$ cat config.mk
export PLATFORM = sky130hd
export DESIGN_NAME = nsx_exec
export DESIGN_NICKNAME = d
export VERILOG_FILES = /design/src/core/nsx_pkg.sv /design/src/core/nsx_decode.sv /design/src/core/nsx_exec.sv
export SDC_FILE = /design/constraint.sdc
export NUM_CORES = 1
export LEC_CHECK = 0
export BUFFER_PORTS_ARGS = -buffer_cell sky130_fd_sc_hd__buf_2
export CORE_MARGIN = 8
export CORE_UTILIZATION = 46
export DETAILED_ROUTE_END_ITERATION = 10
export PLACE_DENSITY_LB_ADDON = 0.12
export SYNTH_ARGS = -nofsm -noshare
export SYNTH_HDL_FRONTEND = slang
export SYNTH_SLANG_ARGS = --single-unit
export TNS_END_PERCENT = 10
$ cat constraint.sdc
create_clock -name REF_CLK -period 1.38 [get_ports REF_CLK]
set_input_delay 0.138 -clock REF_CLK [delete_from_list [all_inputs] [get_ports REF_CLK]]
set_output_delay 0.138 -clock REF_CLK [all_outputs]
set_load 0.03 [all_outputs]
$ cat src/core/nsx_pkg.sv
/*
 * nsx_pkg: opcode patterns, field positions and widths for the
 * swap / direction-load / xor execute block.
 * assumes: 12-bit instruction words, 8-bit data path.
 */
package nsx_pkg;
    localparam int unsigned INSN_W = 12;
    localparam int unsigned DATA_W = 8;
    localparam int unsigned ADDR_W = 5;
    localparam int unsigned NIB_W  = 4;
    localparam int unsigned DEST_BIT = 5;
    localparam int unsigned DSEL_W = 3;

    // opcode matches: (insn & mask) == value
    localparam logic [11:0] SWAP_MASK  = 12'hfc0;
    localparam logic [11:0] SWAP_VAL   = 12'h380;
    localparam logic [11:0] XORF_MASK  = 12'hfc0;
    localparam logic [11:0] XORF_VAL   = 12'h180;
    localparam logic [11:0] XORL_MASK  = 12'hf00;
    localparam logic [11:0] XORL_VAL   = 12'hf00;
    localparam logic [11:0] DIRL_MASK  = 12'hff8;
    localparam logic [11:0] DIRL_VAL   = 12'h000;
    localparam logic [2:0]  DIRL_PORT  = 3'h6;

    localparam logic [7:0]  DATA_ZERO  = 8'h00;
    localparam logic [7:0]  DIR_RESET  = 8'hff;
    localparam logic [4:0]  ADDR_ZERO  = 5'h00;

    typedef enum logic [2:0] {
        NSX_OP_NONE,
        NSX_OP_SWAP,
        NSX_OP_DIRL,
        NSX_OP_XORL,
        NSX_OP_XORF
    } nsx_op_t;

    function automatic logic nsx_match(input logic [11:0] insn,
                                       input logic [11:0] mask,
                                       input logic [11:0] val);
        return (insn & mask) == val;
    endfunction
endpackage

$ cat src/core/nsx_decode.sv
/*
 * nsx_decode: combinational opcode classifier and field extraction.
 * assumes: instruction word is stable for the whole cycle it is valid.
 */
`timescale 1ns/1ps
`default_nettype none
module nsx_decode
    import nsx_pkg::*;
(
    input  wire logic [11:0] insn,
    output nsx_op_t          op,
    output logic             dest_file,
    output logic [4:0]       faddr,
    output logic [7:0]       literal,
    output logic [2:0]       dir_sel
);
    always_comb begin
        // direction load decodes for any f; only f == 6 loads, the rest still pulse done
        if (nsx_match(insn, SWAP_MASK, SWAP_VAL)) begin
            op = NSX_OP_SWAP;
        end else if (nsx_match(insn, XORF_MASK, XORF_VAL)) begin
            op = NSX_OP_XORF;
        end else if (nsx_match(insn, XORL_MASK, XORL_VAL)) begin
            op = NSX_OP_XORL;
        end else if (nsx_match(insn, DIRL_MASK, DIRL_VAL)) begin
            op = NSX_OP_DIRL;
        end else begin
            op = NSX_OP_NONE;
        end
    end

    assign dest_file = insn[DEST_BIT];
    assign faddr     = insn[ADDR_W-1:0];
    assign literal   = insn[DATA_W-1:0];
    assign dir_sel   = insn[DSEL_W-1:0];
endmodule
`default_nettype wire

$ cat src/core/nsx_exec.sv
/*
 * nsx_exec: single-cycle execute of nibble swap, direction load,
 * literal xor and file xor for an 8-bit core.
 * assumes: file register read data for INSN_ADDR is presented
 * combinationally with INSN; the core writes back FILE_WDATA when
 * FILE_WE pulses. W and the zero flag live here.
 */
// Contract
// - nibble swap yields file low nibble in high half and file high nibble in low half.
// - nibble swap decodes from 0011 10df ffff, bit 5 destination, bits 4:0 address.
// - nibble swap result goes to W when d is 0, back to the file register when d is 1.
// - nibble swap leaves every status flag unchanged.
// - direction load with address 6 copies W into the port direction register.
// - direction load decodes from nine zero upper bits and leaves flags unchanged.
// - literal xor combines W with the 8-bit literal into W, updating only zero.
// - file xor decodes from 0001 10df ffff and updates only the zero flag.
// - file xor result goes to W when d is 0, to the file register when d is 1.
`timescale 1ns/1ps
`default_nettype none
module nsx_exec
    import nsx_pkg::*;
(
    input  wire logic        REF_CLK,
    input  wire logic        NRST,
    input  wire logic        INSN_VALID,
    input  wire logic [11:0] INSN,
    input  wire logic [7:0]  FILE_RDATA,
    output logic [7:0]       W_REG,
    output logic             ZERO_FLAG,
    output logic [7:0]       DIR_REG,
    output logic             FILE_WE,
    output logic [4:0]       FILE_ADDR,
    output logic [7:0]       FILE_WDATA,
    output logic             DONE
);
    nsx_op_t    op;
    logic       dest_file;
    logic [4:0] faddr;
    logic [7:0] literal;
    logic [2:0] dir_sel;

    logic [7:0] w_r;
    logic       z_r;
    logic [7:0] dir_r;
    logic       fwe_r;
    logic [4:0] fadr_r;
    logic [7:0] fwd_r;
    logic       done_r;

    logic [7:0] result_nxt;
    logic       to_file_nxt;
    logic       upd_z_nxt;
    logic       exec;

    nsx_decode u_dec (
        .insn      (INSN),
        .op        (op),
        .dest_file (dest_file),
        .faddr     (faddr),
        .literal   (literal),
        .dir_sel   (dir_sel)
    );

    assign exec = INSN_VALID && (op != NSX_OP_NONE);

    always_comb begin
        result_nxt  = DATA_ZERO;
        to_file_nxt = 1'b0;
        upd_z_nxt   = 1'b0;
        unique case (op)
            NSX_OP_SWAP: begin
                result_nxt  = {FILE_RDATA[NIB_W-1:0], FILE_RDATA[DATA_W-1:NIB_W]};
                to_file_nxt = dest_file;
            end
            NSX_OP_XORF: begin
                result_nxt  = w_r ^ FILE_RDATA;
                to_file_nxt = dest_file;
                upd_z_nxt   = 1'b1;
            end
            NSX_OP_XORL: begin
                result_nxt = w_r ^ literal;
                upd_z_nxt  = 1'b1;
            end
            NSX_OP_DIRL: begin
                result_nxt = w_r;
            end
            NSX_OP_NONE: begin
                result_nxt = DATA_ZERO;
            end
        endcase
    end

    // W update: swap/xor with d=0 and literal xor
    always_ff @(posedge REF_CLK or negedge NRST) begin
        if (!NRST) begin
            w_r <= DATA_ZERO;
        end else if (exec && op != NSX_OP_DIRL && !to_file_nxt) begin
            w_r <= result_nxt;
        end
    end

    // only the two xors touch the zero flag
    always_ff @(posedge REF_CLK or negedge NRST) begin
        if (!NRST) begin
            z_r <= 1'b0;
        end else if (exec && upd_z_nxt) begin
            z_r <= (result_nxt == DATA_ZERO);
        end
    end

    // addresses other than 6 have no direction register on this part
    always_ff @(posedge REF_CLK or negedge NRST) begin
        if (!NRST) begin
            dir_r <= DIR_RESET;
        end else if (exec && op == NSX_OP_DIRL && dir_sel == DIRL_PORT) begin
            dir_r <= w_r;
        end
    end

    always_ff @(posedge REF_CLK or negedge NRST) begin
        if (!NRST) begin
            fwe_r  <= 1'b0;
            fadr_r <= ADDR_ZERO;
            fwd_r  <= DATA_ZERO;
        end else begin
            fwe_r <= exec && to_file_nxt;
            if (exec && to_file_nxt) begin
                fadr_r <= faddr;
                fwd_r  <= result_nxt;
            end
        end
    end

    always_ff @(posedge REF_CLK or negedge NRST) begin
        if (!NRST) begin
            done_r <= 1'b0;
        end else begin
            done_r <= exec;
        end
    end

    assign W_REG      = w_r;
    assign ZERO_FLAG  = z_r;
    assign DIR_REG    = dir_r;
    assign FILE_WE    = fwe_r;
    assign FILE_ADDR  = fadr_r;
    assign FILE_WDATA = fwd_r;
    assign DONE       = done_r;
endmodule
`default_nettype wire

# Word level (Yosys, flattened, before mapping)

Cells that the tools add are included.

Memories: 0
Bits in latches: 0
Register bits after elaboration: 32
Memory bits (writable): 0
Output and inout bits: 32
ROM bits: 0
Logic and storage cells: 39

Multiply operators: 0
$lt $le $gt $ge: 0
Bitwise gates (word level): 2
Reductions and logical operators: 14
Shift-type cells: 0
Add/sub/neg operators: 0
Divide/modulo/power cells: 0
Mux-type cells: 7
Eq/ne operators: 9

Operator list:

| cell                 | count |
|---|---|
| $pmux W8 S5          | 1 |
| $xor A8 B8 Y8        | 2 |
| $logic_not A12 Y1    | 1 |
| $mux W3              | 3 |
| $logic_not A8 Y1     | 1 |
| $logic_and A1 B1 Y1  | 7 |
| $eq A3 B2 Y1 const B | 2 |
| $eq A3 B3 Y1 const B | 2 |
| $eq A6 B3 Y1 const B | 1 |
| $eq A6 B4 Y1 const B | 1 |
| $eq A4 B4 Y1 const B | 1 |
| $reduce_or A2 Y1     | 2 |
| $eq A3 B1 Y1 const B | 1 |
| $logic_not A3 Y1     | 1 |
| $ne A3 B2 Y1 const B | 1 |
| $reduce_bool A3 Y1   | 1 |
| $mux W1              | 2 |
| $mux W2              | 1 |
| $logic_not A1 Y1     | 1 |

# Logic depth before layout (Yosys ltp)

Word-level depth: 10
Gate-level depth with buffers: 8

# By module

From an unflattened synthesis, not the netlist that was laid out.

Cells, all modules: 179
Area, all modules: 1,938.1 µm²

Modules (own cells, without submodules):

| module     | area each (µm²) | cells each | times used |
|---|---|---|---|
| nsx_exec   | 1,746.7         | 152        | 1 |
| nsx_decode | 191.4           | 27         | 1 |

# Worst setup path after synthesis

No wires, ideal clock.

Kind: in2reg
Start: in INSN[9]
End: reg z_r, in the netlist ZERO_FLAG
Path buffers: 2
Arrival time: 1,893 ps
Slack: -616 ps
Stages on the path: 8
Data required time: 1,276 ps
Setup time: 104 ps
Path through: buf_6 and3_4 buf_6 a22o_4 a21oi_1 o211ai_1 or4_1 o41ai_2

Cells in the longest elaborated chain, start to end: 9
Elaborated cells on any way between the ends: 20

RTL lines:

| element                                             | RTL line         | source |
|---|---|---|
| start: declaration                                  | nsx_exec.sv:26   | `input wire logic [11:0] INSN,` |
| $logic_not A12 Y1                                   | nsx_pkg.sv:40    | `return (insn & mask) == val;` |
| $mux W2                                             | nsx_decode.sv:25 | `end else if (nsx_match(insn, DIRL_MASK, DIRL_VAL)) begin` |
| $mux W3                                             | nsx_decode.sv:23 | `end else if (nsx_match(insn, XORL_MASK, XORL_VAL)) begin` |
| $mux W3                                             | nsx_decode.sv:21 | `end else if (nsx_match(insn, XORF_MASK, XORF_VAL)) begin` |
| $mux W3 *                                           | nsx_decode.sv:19 | `if (nsx_match(insn, SWAP_MASK, SWAP_VAL)) begin` |
| branches (longest 4 deep; another with $pmux W8 S5) | -                |  |
| end signal: assignment                              | nsx_exec.sv:107  | `z_r <= (result_nxt == DATA_ZERO);` |
| end: declaration                                    | nsx_exec.sv:43   | `logic z_r;` |

Every way passes the cells marked *.
A chain may end at the register's enable or synchronous reset.

# Final worst setup path

Start: in INSN[7]
End: reg z_r, in the netlist ZERO_FLAG

Cells in the longest elaborated chain, start to end: 9
Elaborated cells on any way between the ends: 20

RTL lines:

| element |
|---|
| branches (longest 9 deep; another with $logic_not A12 Y1) |

Parallel ways; which one is timed is not known.

==> flow_summary.rst <==
.. list-table::
   :header-rows: 1

   * - Metric
     - Value
   * - Most area-consuming cells after synthesis
     - dfrtp_1 (34%), mux2_2 (17%), dfstp_2 (12%)
   * - Mean number of vias per cell
     - 5.43
   * - Overall track demand over capacity in global routing
     - 19.2%
   * - Number of antenna violations at the first check in global routing
     - 0
   * - Post-detailed-placement half-perimeter wirelength
     - about 4200 um
   * - Category of the worst setup path capture point
     - register
   * - Normalized max-slew margin
     - 72.7%
   * - Detailed-route via count
     - 1671
   * - Diode insertion count for antenna repair
     - 0
   * - Clock insertion delay at the later pin of the skew report
     - 0.29 ns
   * - Worst-case register-to-register setup slack
     - -0.09 ns
   * - Peak Freq
     - 620 MHz
   * - Number of library cell types mapped by synthesis
     - 35
   * - Maximum fanout along the worst path
     - 5
   * - Number of synthesized register bits
     - 32
   * - Total core area
     - 3660 um2
   * - Status
     - finished, violations left
   * - Arrival time at the worst endpoint
     - 1.81 ns
   * - Area growth from synthesis to layout
     - 53.1%
   * - Lkg Pwr
     - between 1 and 1.5 nW
   * - Gate count after technology mapping
     - 148
   * - Placement row count
     - 22
   * - Total Power Consumption
     - 0.00228 W
   * - Final setup slack of the worst path
     - -0.233 ns
   * - Post-CTS clock slew at the launch and capture registers of the worst setup and hold paths
     - 0.07 ns
   * - Initial DRC Count
     - approximately 130
   * - Flip-flop cell with the highest count after synthesis
     - dfrtp_1
   * - Antenna-violating nets left
     - 0
   * - Boundary Pins
     - 55
   * - NumNets Final
     - 282
   * - Fraction of post-synthesis cell area in the top cell type by area
     - between 30% and 40%
   * - GR Overflow Total
     - 0
   * - Number of global-route vias before repair
     - 1820
   * - Final period demand of the worst path
     - 1.61 ns
   * - Die H
     - just under 80 um
   * - Proportion of register bits with asynchronous set or reset after synthesis
     - 100%
   * - Final weighted congestion in routability-driven placement
     - about 0.86
   * - Beginning of the worst hold path
     - INSN[2]
   * - Die width
     - roughly 80 um
   * - Number of enable flip-flop cells after synthesis
     - 0
   * - # Max-Cap Violations
     - 0
   * - Worst min-delay path class
     - input port to register
   * - Fraction of the cycle the final worst path needs
     - 117%
   * - Kind of critical path
     - input port to register
   * - Crit. Startpoint
     - INSN[7]
   * - Wire length reported by the detailed router
     - 5620 um
   * - Wire length of the first global-routing pass
     - slightly above 9000 um
   * - Die area
     - slightly above 6000 um2
   * - Final Max Tran Viols
     - 0
   * - Synthesis Warnings
     - 0
   * - Wire length per cell
     - 18.2 um
   * - Sink count of the clock tree
     - 32
   * - Share of final-layout standard cells stronger than drive strength 1
     - 66.2%
   * - Ratio of total power to cell area
     - 849 nW/um2
   * - Combined area of all synthesized cells
     - 1750 um2
   * - Total of buffers placed on input and output ports
     - 54
   * - Setup repair after global routing missed its margin
     - yes
   * - Root buf cell
     - clkbuf_8
   * - Layout Skew
     - between 0.01 and 0.015 ns
   * - Slew at the pin closest to its max-slew limit
     - 0.409 ns
   * - Synthesized area per cell
     - ~12 um2
   * - Number of failing setup endpoints in the final timing report
     - 19
   * - Most common cell after layout, fill and taps aside
     - buf_4
   * - Maximum buffer depth of the clock tree
     - 2
   * - CTS tree
     - done
   * - DRC violation count after routing
     - 0
   * - Reg-to-reg startpoint
     - W_REG[6]$_DFFE_PN0P_
   * - Share of the yosys chip area belonging to registers
     - 46.3%
   * - Number of buffers created by CTS
     - 5
   * - Maximum level of the CTS H-tree
     - 2
   * - Number of nets in the synthesized netlist
     - 171
   * - Detailed-routing iteration count for the pre-antenna-repair pass
     - 4
   * - Final standard cell utilization of the core
     - ~73%
   * - Initial Util
     - 47.8%
   * - Number of failing hold endpoints at the final stage
     - 0
   * - Data required time of the worst path
     - ~1.6 ns
   * - Type of element launching the critical path
     - input port
   * - Maximum VDD drop
     - 0.000691 V
   * - Maximum number of pins on one net before global-route repair
     - 33
   * - Most frequent cells in the layout
     - buf_4 (52), buf_2 (50), dfrtp_1 (24), mux2_2 (21), nand2_1 (14)
   * - Cell type with the highest aggregate area in the netlist
     - dfrtp_1
   * - Violated checks
     - negative setup slack
==> stage by stage <==
| stage | area (um2) | hold WS (ns) | setup slack (ns) | std cells | setup TNS (ns) |
|---|---|---|---|---|---|
| 3_5_place_dp | 2430 | 0.189 | -0.642 | 293 | -12.34 |
| 4_1_cts | 2660 | 0.115 | -0.218 | 307 | -1.33 |
| 5_1_grt | 2680 | 0.111 | -0.283 | 308 | -3.11 |
| 3_3_place_gp | 2430 | 0.170 | -0.588 | 293 | -12.11 |
| 2_1_floorplan | 1780 | -0.158 | -0.552 | 148 | -3.74 |
| 6_report | 2680 | 0.114 | -0.233 | 308 | -1.66 |
==> worst paths after layout <==
path / cells past startpoint / to
worst max-delay path: 9 / ZERO_FLAG$_DFFE_PN0P_
worst min register to register: 2 / ZERO_FLAG$_DFFE_PN0P_
worst max register to register: 4 / ZERO_FLAG$_DFFE_PN0P_
worst min-delay path: 2 / FILE_ADDR[2]$_DFFE_PN0P_
max in group asynchronous: 3 / DIR_REG[2]$_DFFE_PN1P_
min in group asynchronous: 3 / W_REG[5]$_DFFE_PN0P_
==> state kept, by name, summed over array words and instances, names as in the netlist <==
| name | flops |
|---|---|
| DONE | 1 |
| ZERO_FLAG | 1 |
| FILE_WDATA | 8 |
| FILE_WE | 1 |
| FILE_ADDR | 5 |
| W_REG | 8 |
| DIR_REG | 8 |
==> cell usage after synthesis, types with 2 or more instances <==
master    number
mux2_2        27
dfrtp_1       24
nand2_1       15
dfstp_2        8
mux2i_1        8
o211ai_1       7
a21oi_1        5
a22oi_1        5
or3_1          5
nand3_1        4
a221oi_1       3
buf_2          3
nor2_1         3
o21ai_0        3
and3_1         2
buf_6          2
clkbuf_1       2
nor2b_1        2
nor3_1         2
o21a_1         2
o311ai_1       2
==> worst max-delay path, cell delays in order <==
cell and delay [ns]:
buf_2 0.11, nor4b_4 0.13, buf_4 0.15, a22o_4 0.24, buf_4 0.15, a21oi_1 0.14
o211ai_1 0.14, a211o_2 0.30, o41ai_2 0.31
==> cells by family after synthesis <==
family	share of synthesized area [%]
mux	21.9
simple gates	13.7
xor+xnor	0.500
flops	46.3
buf+inv	2.57
compound gates	14.9
==> where the power goes <==
part           internal (W)  switching (W)  leakage (nW)
sequential         0.000991      0.0000315         0.410
combinational      0.000220       0.000292         0.953
clock              0.000406       0.000334        0.0455
==> area by class of cell <==
cell class,instances,area (um2)
Multi-Input combinational cell,109,978
Sequential cell,32,811
Tap cell,48,60.1
Clock buffer,8,90.1
Timing Repair Buffer,111,741
Fill cell,285,981
==> routing by layer <==
metal	global-route usage (%)	routed length (um)
met5	0	0
met1	23.2	2270
met2	30.1	2760
met4	9.06	166
met3	6.34	416
==> what timing repair did <==
action | 4_1_cts | 5_1_grt
setup endpoints to repair | 25 | 30
endpoints found under the hold margin | 24 | 0
hold buffers | 1 | 0
pin swaps | 17 | 4
setup buffers | 6 | 1
resized for setup | 26 | 3
No activity file was read; power rests on OpenSTA's default activity.
